===== config.mk =====
export PLATFORM = sky130hd
export DESIGN_NAME = hbi_host_bus_unit
export DESIGN_NICKNAME = d
export VERILOG_FILES = /design/src/core/hbi_pkg.sv /design/src/core/hbi_pin_sync.sv /design/src/core/hbi_host_bus_unit.sv
export SDC_FILE = /design/constraint.sdc
export NUM_CORES = 1
export LEC_CHECK = 0
export BUFFER_PORTS_ARGS = -buffer_cell sky130_fd_sc_hd__buf_2
export CAP_MARGIN = 20
export CORE_AREA = 2 2 113 115
export DETAILED_ROUTE_END_ITERATION = 12
export DIE_AREA = 0 0 115 117
export PLACE_DENSITY = 0.86
export SETUP_SLACK_MARGIN = 0.5
export SYNTH_ARGS = -nofsm -noshare
export SYNTH_HDL_FRONTEND = slang
export SYNTH_SLANG_ARGS = --single-unit

===== constraint.sdc =====
create_clock -name clk -period 3.8 [get_ports clk]
set_input_delay 0.76 -clock clk [delete_from_list [all_inputs] [get_ports clk]]
set_output_delay 0.76 -clock clk [all_outputs]
set_load 0.02 [all_outputs]

===== src/core/hbi_pkg.sv =====
`default_nettype none
package hbi_pkg;

  localparam int          HBI_AW        = 15;   // host address lines 15..1
  localparam int          HBI_DW        = 32;
  localparam int          HBI_BASE_W    = 12;   // host address lines 15..4
  localparam int          HBI_IDX_W     = 3;    // host address lines 3..1
  localparam int          HBI_SYNC_W    = 4;

  // byte-enable patterns, bit n is byte enable n, active low
  localparam logic [3:0]  HBI_BE_DWORD  = 4'h0;
  localparam logic [3:0]  HBI_BE_LOW16  = 4'hC;
  localparam logic [3:0]  HBI_BE_HIGH16 = 4'h3;
  localparam logic [3:0]  HBI_BE_BYTE0  = 4'hE;
  localparam logic [3:0]  HBI_BE_BYTE1  = 4'hD;
  localparam logic [3:0]  HBI_BE_BYTE2  = 4'hB;
  localparam logic [3:0]  HBI_BE_BYTE3  = 4'h7;

  // lane masks, bit n selects data lines 8n+7..8n
  localparam logic [3:0]  HBI_LN_NONE   = 4'h0;
  localparam logic [3:0]  HBI_LN_ALL    = 4'hF;
  localparam logic [3:0]  HBI_LN_LOW16  = 4'h3;
  localparam logic [3:0]  HBI_LN_HIGH16 = 4'hC;
  localparam logic [3:0]  HBI_LN_B0     = 4'h1;
  localparam logic [3:0]  HBI_LN_B1     = 4'h2;
  localparam logic [3:0]  HBI_LN_B2     = 4'h4;
  localparam logic [3:0]  HBI_LN_B3     = 4'h8;

  // bit positions inside the synchronised pin vector
  localparam int          HBI_S_ADS     = 0;
  localparam int          HBI_S_RD      = 1;
  localparam int          HBI_S_WR      = 2;
  localparam int          HBI_S_CS      = 3;

  typedef enum logic [2:0] {
    HBI_IDLE, HBI_ASYNC, HBI_ASYNC_END, HBI_VLB, HBI_VLB_RTN, HBI_BURST, HBI_BURST_BEAT
  } hbi_state_t;

  // internal register/queue access request, one-cycle req pulse
  typedef struct packed {
    logic                   req;
    logic                   we;
    logic                   data_port;
    logic [HBI_IDX_W-1:0]   idx;
    logic [3:0]             lanes;
    logic [HBI_DW-1:0]      wdata;
  } hbi_req_t;

  // internal answer: ack pulse with read data
  typedef struct packed {
    logic                   ack;
    logic [HBI_DW-1:0]      rdata;
  } hbi_rsp_t;

endpackage : hbi_pkg
`default_nettype wire


===== src/core/hbi_pin_sync.sv =====
`default_nettype none
module hbi_pin_sync
  import hbi_pkg::*;
#(
  parameter int W = HBI_SYNC_W
) (
  input  wire logic         clk,
  input  wire logic         rst,
  input  wire logic [W-1:0] pin,
  output logic      [W-1:0] level
);
  // stage one is read only by stage two; level moves once stages two and three agree
  typedef struct packed {
    logic [W-1:0] s1;
    logic [W-1:0] s2;
    logic [W-1:0] s3;
    logic [W-1:0] lvl;
  } hbi_sync_st_t;

  hbi_sync_st_t sy_q;
  hbi_sync_st_t sy_d;

  always_comb begin
    sy_d    = sy_q;
    sy_d.s1 = pin;
    sy_d.s2 = sy_q.s1;
    sy_d.s3 = sy_q.s2;
    for (int i = 0; i < W; i++) begin
      if (sy_q.s2[i] == sy_q.s3[i]) begin
        sy_d.lvl[i] = sy_q.s3[i];
      end
    end
  end

  // strobes are active low, so reset parks every stage at the idle level
  always_ff @(posedge clk or posedge rst) begin
    if (rst) begin
      sy_q <= '1;
    end else begin
      sy_q <= sy_d;
    end
  end

  assign level = sy_q.lvl;
endmodule : hbi_pin_sync
`default_nettype wire


===== src/core/hbi_host_bus_unit.sv =====
// Summary of operation
// RULE1: only byte enable 2 low selects a byte on data lines 23..16.
// RULE2: only byte enable 3 low selects a byte on data lines 31..24.
// RULE3: other patterns give dword, low half, high half, byte 0, byte 1.
// RULE4: byte enables are ignored while the data port select is low. The code ignores them only on the 32-bit bus.
// RULE5: lines 31..16 are used only in the 32-bit configuration.
// RULE6: address, qualifier and byte enables are captured at address strobe rise.
// RULE7: target hit decodes the qualifier and address 15..4 against the base address.
// RULE8: target hit is asserted whenever the unit is addressed, sync or async.
// RULE9: local decode is enabled only while the I/O qualifier is low.
// RULE10: data port select bypasses decode and forces a 32-bit data port access. The code ignores the select on the 16-bit bus.
// RULE11: strap 0 runs single VL-style cycles, strap 1 runs burst cycles.
// RULE12: in VL-style mode direction is sampled when cycle qualify is asserted.
// RULE13: in burst mode cycle qualify low is the burst write indication.
// RULE14: in VL-style mode host drives direction high to write, low to read.
// RULE15: in burst mode direction low is the burst read indication.
// RULE16: in VL-style mode sync ready behaves as the VL bus slave ready.
// RULE17: in burst mode sync ready inserts wait states until data is done.
// RULE18: in VL-style mode host asserts ready return to end the cycle.
// RULE19: in burst mode host holds ready return low to insert its waits.
// RULE20: async wait output stays low while the unit stretches an async transfer.
// RULE21: all synchronous pins are sampled and driven on the bus clock rise.
`default_nettype none
module hbi_host_bus_unit
  import hbi_pkg::*;
(
  input  wire logic                  clk,
  input  wire logic                  rst,
  input  wire logic                  bus_is_32,
  input  wire logic                  bus_type_strap,
  input  wire logic [HBI_BASE_W-1:0] base_addr,
  input  wire logic [HBI_AW-1:0]     host_addr,
  input  wire logic                  io_qualify_n,
  input  wire logic                  byte_lane0_sel_n,
  input  wire logic                  byte_lane1_sel_n,
  input  wire logic                  byte_lane2_sel_n,
  input  wire logic                  byte_lane3_sel_n,
  input  wire logic                  addr_strobe_n,
  input  wire logic                  data_port_select_n,
  input  wire logic                  async_read_strobe_n,
  input  wire logic                  async_write_strobe_n,
  input  wire logic                  cycle_qualify_n,
  input  wire logic                  write_not_read,
  input  wire logic                  ready_return_in_n,
  input  wire logic [HBI_DW-1:0]     data_in,
  output logic      [HBI_DW-1:0]     data_out,
  output logic      [1:0]            data_oe,
  output logic                       local_target_hit_n,
  output logic                       sync_ready_out_n,
  output logic                       async_wait_out,
  output hbi_req_t                   host_req,
  input  wire hbi_rsp_t              host_rsp
);

  typedef struct packed {
    hbi_state_t            state;
    logic                  strap_taken;
    logic                  burst_mode;
    logic [HBI_AW-1:0]     addr;
    logic                  aen_n;
    logic [3:0]            be_n;
    logic                  hit_n;
    logic                  srdy_n;
    logic                  await;
    logic [HBI_DW-1:0]     rdata;
    logic [1:0]            oe;
    logic                  rd_prev;
    logic                  wr_prev;
    hbi_req_t              req;
  } hbi_st_t;

  // decoded byte lanes, zero when the pattern is not a legal access
  function automatic logic [3:0] hbi_lanes(input logic [3:0] be_n, input logic wide);
    logic [3:0] m;
    m = HBI_LN_NONE;
    if (be_n == HBI_BE_DWORD) begin
      m = HBI_LN_ALL;                                            // RULE3
    end else if (be_n == HBI_BE_LOW16) begin
      m = HBI_LN_LOW16;                                          // RULE3
    end else if (be_n == HBI_BE_HIGH16) begin
      m = HBI_LN_HIGH16;                                         // RULE3
    end else if (be_n == HBI_BE_BYTE0) begin
      m = HBI_LN_B0;                                             // RULE3
    end else if (be_n == HBI_BE_BYTE1) begin
      m = HBI_LN_B1;                                             // RULE3
    end else if (be_n == HBI_BE_BYTE2) begin
      m = HBI_LN_B2;                                             // RULE1
    end else if (be_n == HBI_BE_BYTE3) begin
      m = HBI_LN_B3;                                             // RULE2
    end
    // upper lanes only exist on the wide bus
    if (!wide && (m & HBI_LN_HIGH16) != HBI_LN_NONE) begin
      m = HBI_LN_NONE;                                           // RULE5
    end
    return m;
  endfunction : hbi_lanes

  logic [HBI_SYNC_W-1:0] pin_raw;
  logic [HBI_SYNC_W-1:0] pin_s;
  hbi_st_t               st_q;
  hbi_st_t               st_d;
  logic                  cs_act;
  logic                  rd_fall;
  logic                  wr_fall;
  logic [3:0]            lanes;
  logic                  target;
  logic                  burst_wr;
  logic                  burst_rd;

  assign pin_raw = {data_port_select_n, async_write_strobe_n, async_read_strobe_n, addr_strobe_n};

  hbi_pin_sync #(.W(HBI_SYNC_W)) u_sync (
    .clk   (clk),
    .rst   (rst),
    .pin   (pin_raw),
    .level (pin_s)
  );

  // chip select only exists on the wide bus
  assign cs_act   = !pin_s[HBI_S_CS] && bus_is_32;                // RULE10
  assign lanes    = cs_act ? HBI_LN_ALL : hbi_lanes(st_q.be_n, bus_is_32);  // RULE4
  assign target   = cs_act || (!st_q.hit_n && lanes != HBI_LN_NONE);
  assign rd_fall  = st_q.rd_prev && !pin_s[HBI_S_RD];
  assign wr_fall  = st_q.wr_prev && !pin_s[HBI_S_WR];
  assign burst_wr = !cycle_qualify_n;                             // RULE13
  assign burst_rd = !write_not_read;                              // RULE15

  always_comb begin
    st_d         = st_q;
    st_d.req.req = 1'b0;
    st_d.rd_prev = pin_s[HBI_S_RD];
    st_d.wr_prev = pin_s[HBI_S_WR];
    if (!st_q.strap_taken) begin
      st_d.strap_taken = 1'b1;
      st_d.burst_mode  = bus_type_strap;                          // RULE11
    end
    // transparent while strobe low, held from its rising edge
    if (!pin_s[HBI_S_ADS]) begin
      st_d.addr  = host_addr;                                     // RULE6
      st_d.aen_n = io_qualify_n;                                  // RULE6
      st_d.be_n  = {byte_lane3_sel_n, byte_lane2_sel_n, byte_lane1_sel_n, byte_lane0_sel_n};  // RULE6
    end
    // decode only for I/O cycles
    st_d.hit_n = !(!st_q.aen_n && st_q.addr[HBI_AW-1:HBI_IDX_W] == base_addr);  // RULE7 RULE8 RULE9
    case (st_q.state)
      HBI_IDLE: begin
        st_d.req.data_port = cs_act;
        st_d.req.idx       = st_q.addr[HBI_IDX_W-1:0];
        st_d.req.lanes     = lanes;
        st_d.req.wdata     = data_in;
        if ((rd_fall || wr_fall) && target) begin
          st_d.req.req = 1'b1;
          st_d.req.we  = wr_fall;
          st_d.await   = 1'b0;                                    // RULE20
          st_d.state   = HBI_ASYNC;
        end else if (st_q.strap_taken && !st_q.burst_mode && !cycle_qualify_n && target) begin
          st_d.req.req = 1'b1;
          st_d.req.we  = write_not_read;                          // RULE12 RULE14
          st_d.state   = HBI_VLB;
        end else if (st_q.strap_taken && st_q.burst_mode && (burst_wr || burst_rd) && target) begin
          st_d.req.req = 1'b1;
          st_d.req.we  = burst_wr;                                // RULE13 RULE15
          st_d.state   = HBI_BURST;
        end
      end
      HBI_ASYNC: begin
        if (host_rsp.ack) begin
          st_d.await = 1'b1;                                      // RULE20
          st_d.rdata = host_rsp.rdata;
          st_d.oe    = st_q.req.we ? 2'h0 : {bus_is_32, 1'b1};   // RULE5
          st_d.state = HBI_ASYNC_END;
        end
      end
      HBI_ASYNC_END: begin
        if (pin_s[HBI_S_RD] && pin_s[HBI_S_WR]) begin
          st_d.oe    = 2'h0;
          st_d.state = HBI_IDLE;
        end
      end
      HBI_VLB: begin
        if (host_rsp.ack) begin
          st_d.srdy_n = 1'b0;                                     // RULE16
          st_d.rdata  = host_rsp.rdata;
          st_d.oe     = st_q.req.we ? 2'h0 : {bus_is_32, 1'b1};  // RULE5
          st_d.state  = HBI_VLB_RTN;
        end
      end
      HBI_VLB_RTN: begin
        // read data held until the host returns ready
        if (!ready_return_in_n) begin
          st_d.srdy_n = 1'b1;                                     // RULE18
          st_d.oe     = 2'h0;
          st_d.state  = HBI_IDLE;
        end
      end
      HBI_BURST: begin
        if (host_rsp.ack) begin
          st_d.srdy_n = 1'b0;                                     // RULE17
          st_d.rdata  = host_rsp.rdata;
          st_d.oe     = st_q.req.we ? 2'h0 : {bus_is_32, 1'b1};  // RULE5
          st_d.state  = HBI_BURST_BEAT;
        end
      end
      HBI_BURST_BEAT: begin
        // host wait holds the beat and its data
        if (ready_return_in_n) begin
          st_d.srdy_n = 1'b1;                                     // RULE17 RULE19
          if ((burst_wr || burst_rd) && target) begin
            st_d.req.req   = 1'b1;
            st_d.req.we    = burst_wr;
            st_d.req.wdata = data_in;
            st_d.state     = HBI_BURST;
          end else begin
            st_d.oe    = 2'h0;
            st_d.state = HBI_IDLE;
          end
        end
      end
      default: begin
        st_d.state = HBI_IDLE;
      end
    endcase
  end

  always_ff @(posedge clk or posedge rst) begin                   // RULE21
    if (rst) begin
      st_q <= '{state: HBI_IDLE, strap_taken: 1'b0, burst_mode: 1'b0, addr: '0, aen_n: 1'b1,
                be_n: '1, hit_n: 1'b1, srdy_n: 1'b1, await: 1'b1, rdata: '0, oe: 2'h0,
                rd_prev: 1'b1, wr_prev: 1'b1, req: '0};
    end else begin
      st_q <= st_d;
    end
  end

  assign data_out           = st_q.rdata;
  assign data_oe            = st_q.oe;
  assign local_target_hit_n = st_q.hit_n;
  assign sync_ready_out_n   = st_q.srdy_n;
  assign async_wait_out     = st_q.await;
  assign host_req           = st_q.req;
endmodule : hbi_host_bus_unit
`default_nettype wire


==> results of run 1 <==
worst max-delay path: stages (launching register included):
cell and delay (ps):
dfstp_2 400, or4_1 570, a311oi_2 390, o21ai_0 220, a221oi_2 420, mux2_1 350, or4_1 510
metal layers:
metal  vias up  global-route usage
met3        14             0.05922
met2       148              0.2620
met1      1725              0.1928
met5         -                   0
li1       1669                   -
met4         0             0.05301
cell families (layout without fill, tap and decap cells):
group	after synthesis	in the layout	share of synthesized area
flops	122	122	0.5575
buf+inv	98	231	0.1223
mux	85	85	0.1730
simple gates	67	67	0.06128
compound gates	43	43	0.05743
xor+xnor	13	13	0.02057
fa+ha+maj	4	4	0.007235
other cells	1	1	0.0006776
state kept, by name, summed over array words and instances (netlist names):
name                count
u_sync.sy_q             4
st_q                   27
data_oe                 2
local_target_hit_n      1
async_wait_out          1
u_sync.sy_d             8
data_out               32
u_sync.level            4
sync_ready_out_n        1
host_req               42
power groups by stage:
stage          clock network [mW]  registers [mW]  logic (mW)
3_5_place_dp                    0            2.14        2.14
4_1_cts                      1.48            2.13        2.15
5_1_grt                      1.55            2.19        2.30
3_3_place_gp                    0            2.10        2.07
6_report                     1.44            2.12        2.12
2_1_floorplan                   0            2.02        2.14
final cells by class:
class | instances | area (um^2) | share of cell area
sequential | 122 | 3085 | 0.4654
clock buffer | 25 | 505.5 | 0.07624
multi-input combinational | 213 | 1783 | 0.2689
inverter | 8 | 33.78 | 0.005095
timing repair buffer | 191 | 993.5 | 0.1498
clock inverter | 7 | 41.29 | 0.006228
tap | 150 | 187.7 | 0.02831
cells in the final DEF, fill, tap and decap left out, drive strengths merged, types with 2 or more instances in the layout:
cell type  synthesis  layout
buf               81     191
dfrtp             96      96
mux2              85      85
nand2             27      27
dfstp             26      26
clkbuf             9      25
o21ai             13      13
a21oi             11      11
nor2              10      10
xnor2              8       8
nor3               8       8
inv                8       7
clkinv             0       6
or4                5       5
xor2               5       5
maj3               4       4
nand3b             3       3
nor2b              3       3
a21boi             2       2
o32ai              2       2
a21o               2       2
nand3              2       2
o311ai             2       2
nand4              2       2
clkinvlp           0       2
a311oi             2       2
o211ai             2       2
per-stage QoR:
step | setup WS [ps] | instances | area, um^2
after global routing | 599.9 | 716 | 6630
after floorplan | 978.4 | 433 | 5538
after detailed placement | 739.7 | 683 | 6063
final | 802.3 | 716 | 6630
after global placement | 801.2 | 683 | 6063
after CTS | 804.5 | 715 | 6610
final timing paths:
kind,startpoint,to,slack (ps),cells after the start
worst max register to register,st_q[84],st_q[105],800,6
min in group clk,u_sync.sy_d[8],u_sync.sy_d[4],350,0
worst max-delay path,st_q[84],st_q[105],800,6
worst min register to register,u_sync.sy_d[8],u_sync.sy_d[4],350,0
max in group asynchronous,rst,async_wait_out,2850,3
worst min-delay path,rst,data_out[13],280,2
==> metrics, run 1 <==
Synth area leaders=dfrtp_1 43%, mux2_2 17%, dfstp_2 12%; fmax=333.6 MHz; Synth area leader=dfrtp_1; sequential power share=0.373; Max H-tree Level=4; relative slew slack=0.4021; hold_ws=282.9 ps; Seq cells post-synth=~120; Tot Pwr=about 5.7 mW; Vias/cell=4.966; Initial Util=0.4495; metal3 WL=675 um; grt total ovfl=0; EDFF count, synth=0; total core area=12,310 um^2; Hold Fails Final Rpt=0; Post-DP HPWL=7758 um; layout cells sized above 1=0.5972; switching share of total power=0.3572; Total GRT Usage=0.1584; total vias in the final route=3,556; clock root cell=clkbuf_16; syn nets=541; Ant. Diodes=0; max-cap viol count=0; final WL=10,510 um; first-pass iteration count of the detailed router=4; Setup crit end kind=flip-flop; VDD IR max=around 0.52 mV; Mapped Cells=433; Pwr Density=858.5 nW/um^2; Die Wd=115 um; vias in the first global route=3,426; switching pwr=around 2.0 mW; Main synth FF type=dfrtp_1; initial antenna violation count=0; Hold-fix buffers, CTS=0; Crit path arrival time=3270 ps; TritonCTS clock tree=built; synth cell count leaders=96 x dfrtp_1, 83 x mux2_2, 76 x buf_4; Synth Area per Inst=12.78 um^2; Final nets=661; io pins=187; GPL Wtd Cong=0.8941; IO buf count=186; largest net degree at the start of global routing=74; logic gate share of total power=0.373; wire per inst=14.68 um; Tightest Pin Transition=between 800 and 900 ps; pins over their slew limit=0; final worst path period need=roughly 3000 ps; Area growth, synth to finish=19.81%; CP required=4070 ps; Worst-Skew Late Latency=410 ps; Clk pin slew, worst setup/hold paths=roughly 60 ps; register area share after synthesis=0.5575; number of fill cells=approximately 1,000; RSZ-0062 raised after global routing=no; Final Skew=7.897 ps; global-route wire length before repair=about 16,000 um; initial DRC count=131; Final Setup Violations=0; met1 wire length=4436 um; Pint=3.659 mW; worst-path fanout max=8; CP startpoint kind=flip-flop; total CTS buffers=17; cell area after synthesis=between 5000 and 6000 um^2; count leader, synth=dfrtp_1; # DRC=0; clock sinks=122; # rows=41; Setup TNS Final=0 ps; ys async rst share=1.000; clk buf depth=2; Worst Hold Class=primary input to async pin; post-cts sizing count=0; Cell variety after synth=between 40 and 50; clock share of power=0.254; area fraction of the dominant cell type after synthesis=0.4341; Final Core Density=0.5385; WS Path Type=flip-flop to flip-flop; Die ar.=13,460 um^2; final period utilization=0.7889; routed length on met2=5290 um; Yosys warnings=0; status=finished, final reports clean; Lkg Pwr=3.099 nW; die height=117 um; post-CTS setup buffers=0; DRT antenna net count=0; highest routed layer=met4
(Power assumes the default switching activity.)
==> inputs of run 2 (changes only) <==
--- a/config.mk
+++ b/config.mk
@@ -7,10 +7,10 @@
 export LEC_CHECK = 0
 export BUFFER_PORTS_ARGS = -buffer_cell sky130_fd_sc_hd__buf_2
 export CAP_MARGIN = 20
-export CORE_AREA = 2 2 113 115
+export CORE_AREA = 2 2 109 111
 export DETAILED_ROUTE_END_ITERATION = 12
-export DIE_AREA = 0 0 115 117
-export PLACE_DENSITY = 0.86
+export DIE_AREA = 0 0 111 113
+export PLACE_DENSITY = 0.88
 export SETUP_SLACK_MARGIN = 0.5
 export SYNTH_ARGS = -nofsm -noshare
 export SYNTH_HDL_FRONTEND = slang
==> constraint.sdc (replaced) <==
create_clock -name clk -period 2.8 [get_ports clk]
set_input_delay 0.56 -clock clk [delete_from_list [all_inputs] [get_ports clk]]
set_output_delay 0.56 -clock clk [all_outputs]
set_load 0.02 [all_outputs]
==> metrics, run 2 (synthesized netlist as in run 1, its figures left out) <==
status=finished, final reports clean; CP required=about 3100 ps; CP delay by family, top=simple AND/OR/NAND/NOR gates; Hold-fix buffers, CTS=0; Lkg Pwr=3.404 nW; Multi-input gate area=1948 um^2; RSZ-0062 raised after global routing=yes; clock share of power=0.242; max-cap viol count=0; Worst Hold Class=primary input to async pin; IO buf count=~190; Total GRT Usage=0.1907; final WL=11,710 um; Reg2Reg Capture Point=st_q[105]; layout cells sized above 1=0.6184; initial antenna violation count=0; Tightest Pin Transition=666.0 ps; die height=113 um; final period utilization=0.9436; pins over their slew limit=0; WS Path Type=flip-flop to flip-flop; CP startpoint kind=flip-flop; io pins=between 150 and 200; VDD IR max=0.7818 mV; # DRC=0; relative slew slack=0.5551; Post-DP HPWL=just over 8000 um; global-route wire length before repair=between 15,000 and 20,000 um; cells on worst reg2reg path=6; total core area=11,270 um^2; Hold Fails Final Rpt=0; CP max stage delay=between 500 and 600 ps; Final nets=~680; number of fill cells=858; Die ar.=12,540 um^2; Final Setup Violations=0; switching share of total power=0.3439; Pint=5.675 mW; Final Skew=approximately 6.4 ps; reg-to-reg startpoint=st_q[83]; Final Core Density=0.6309; max reg flops=between 40 and 50; vias in the first global route=just under 4,000; largest net degree at the start of global routing=51; slowest CP cell=or4_4; fmax=378.5 MHz; total CTS buffers=17; sequential power share=0.326; initial DRC count=139; final worst path period need=2642 ps; setup ws final=158.0 ps; Crit path arrival time=2920 ps; Die Wd=111 um; FF+latch area=3085 um^2; first-pass iteration count of the detailed router=4; clk buf depth=2; Area growth, synth to finish=28.51%; TritonCTS clock tree=built; total vias in the final route=3,687; Max H-tree Level=4; DRT antenna net count=0; hold_ws=244.9 ps; Ant. Diodes=0; Clk pin slew, worst setup/hold paths=50 ps; # rows=39; Setup WS pre-CTS=-52.48 ps; critical-path cell list=or4_4, a311oi_4, o21ai_2, a221oi_2, mux2_1, or4_1; Worst-Skew Late Latency=410 ps; Buf/Inv on CP=0; switching pwr=slightly below 3 mW; Setup crit end kind=flip-flop; Vias/cell=5.051; commonest cells after routing, fill and taps aside=186 x buf_2, 96 x dfrtp_1, 52 x mux2_2, 32 x mux2_4, 27 x nand2_1; Pwr Density=around 1200 nW/um^2; most common cell after layout, fill and taps aside=buf_2; clock root cell=clkbuf_16; wire per inst=16.05 um; clock sinks=122; worst-path fanout max=4; flop-to-flop setup slack=about 160 ps; GPL Wtd Cong=0.8235; grt total ovfl=0; logic gate share of total power=0.431; Initial Util=0.4910
[run 2: power groups by stage]
stage	Clock, mW	Sequential [mW]	Combinational [mW]
final	2.09	2.82	3.73
after global routing	2.24	2.91	3.97
after global placement	0	2.80	3.25
after floorplan	0	2.76	3.14
after CTS	2.14	2.83	3.61
after detailed placement	0	2.84	3.36
[run 2: layout make-up]
type	count	area share
clock inverter	9	0.01337
inverter	8	0.004750
tap	143	0.02516
timing repair buffer	212	0.1817
sequential	122	0.4338
multi-input combinational	213	0.2739
clock buffer	23	0.06721
[run 2: metrics by stage]
step	TNS, ps	std cells	power, mW	cell area, um^2
after global placement	-12.20	682	6.051	6272
after detailed placement	-52.48	682	6.194	6272
after global routing	0	730	9.116	7112
after floorplan	0	433	5.901	5682
final	0	730	8.650	7112
after CTS	0	724	8.576	7000
[run 2: routing by layer]
layer / global-route usage / vias up / part of all wire
li1: - / 1715 / -
met1: 0.2282 / 1806 / 0.40
met2: 0.3149 / 140 / 0.51
met3: 0.06695 / 26 / 0.067
met4: 0.08250 / 0 / 0.022
met5: 0 / - / 0
[run 2: timing repair]
| item | CTS | global route |
|---|---|---|
| buffers inserted | 8 | 4 |
| cloned | 2 | 2 |
| endpoints found under the setup margin | 35 | 35 |
| gates resized for setup | 8 | 4 |
| pin swaps | 4 | 1 |
[run 2: worst max-delay path by stage]
stage,start,endpoint,cells past startpoint
finish,st_q[83],st_q[105],6
global placement,cycle_qualify_n,st_q[105],7
global route,st_q[83],st_q[105],6
detailed placement,cycle_qualify_n,st_q[105],7
CTS,st_q[83],st_q[105],6
floorplan,st_q[81],st_q[105],7
[run 2: worst reg2reg max path, stage by stage (launching register included)]
cell      delay [ps]
dfstp_2          380
or4_4            570
a311oi_4         310
o21ai_2          100
a221oi_2         350
mux2_1           350
or4_1            460
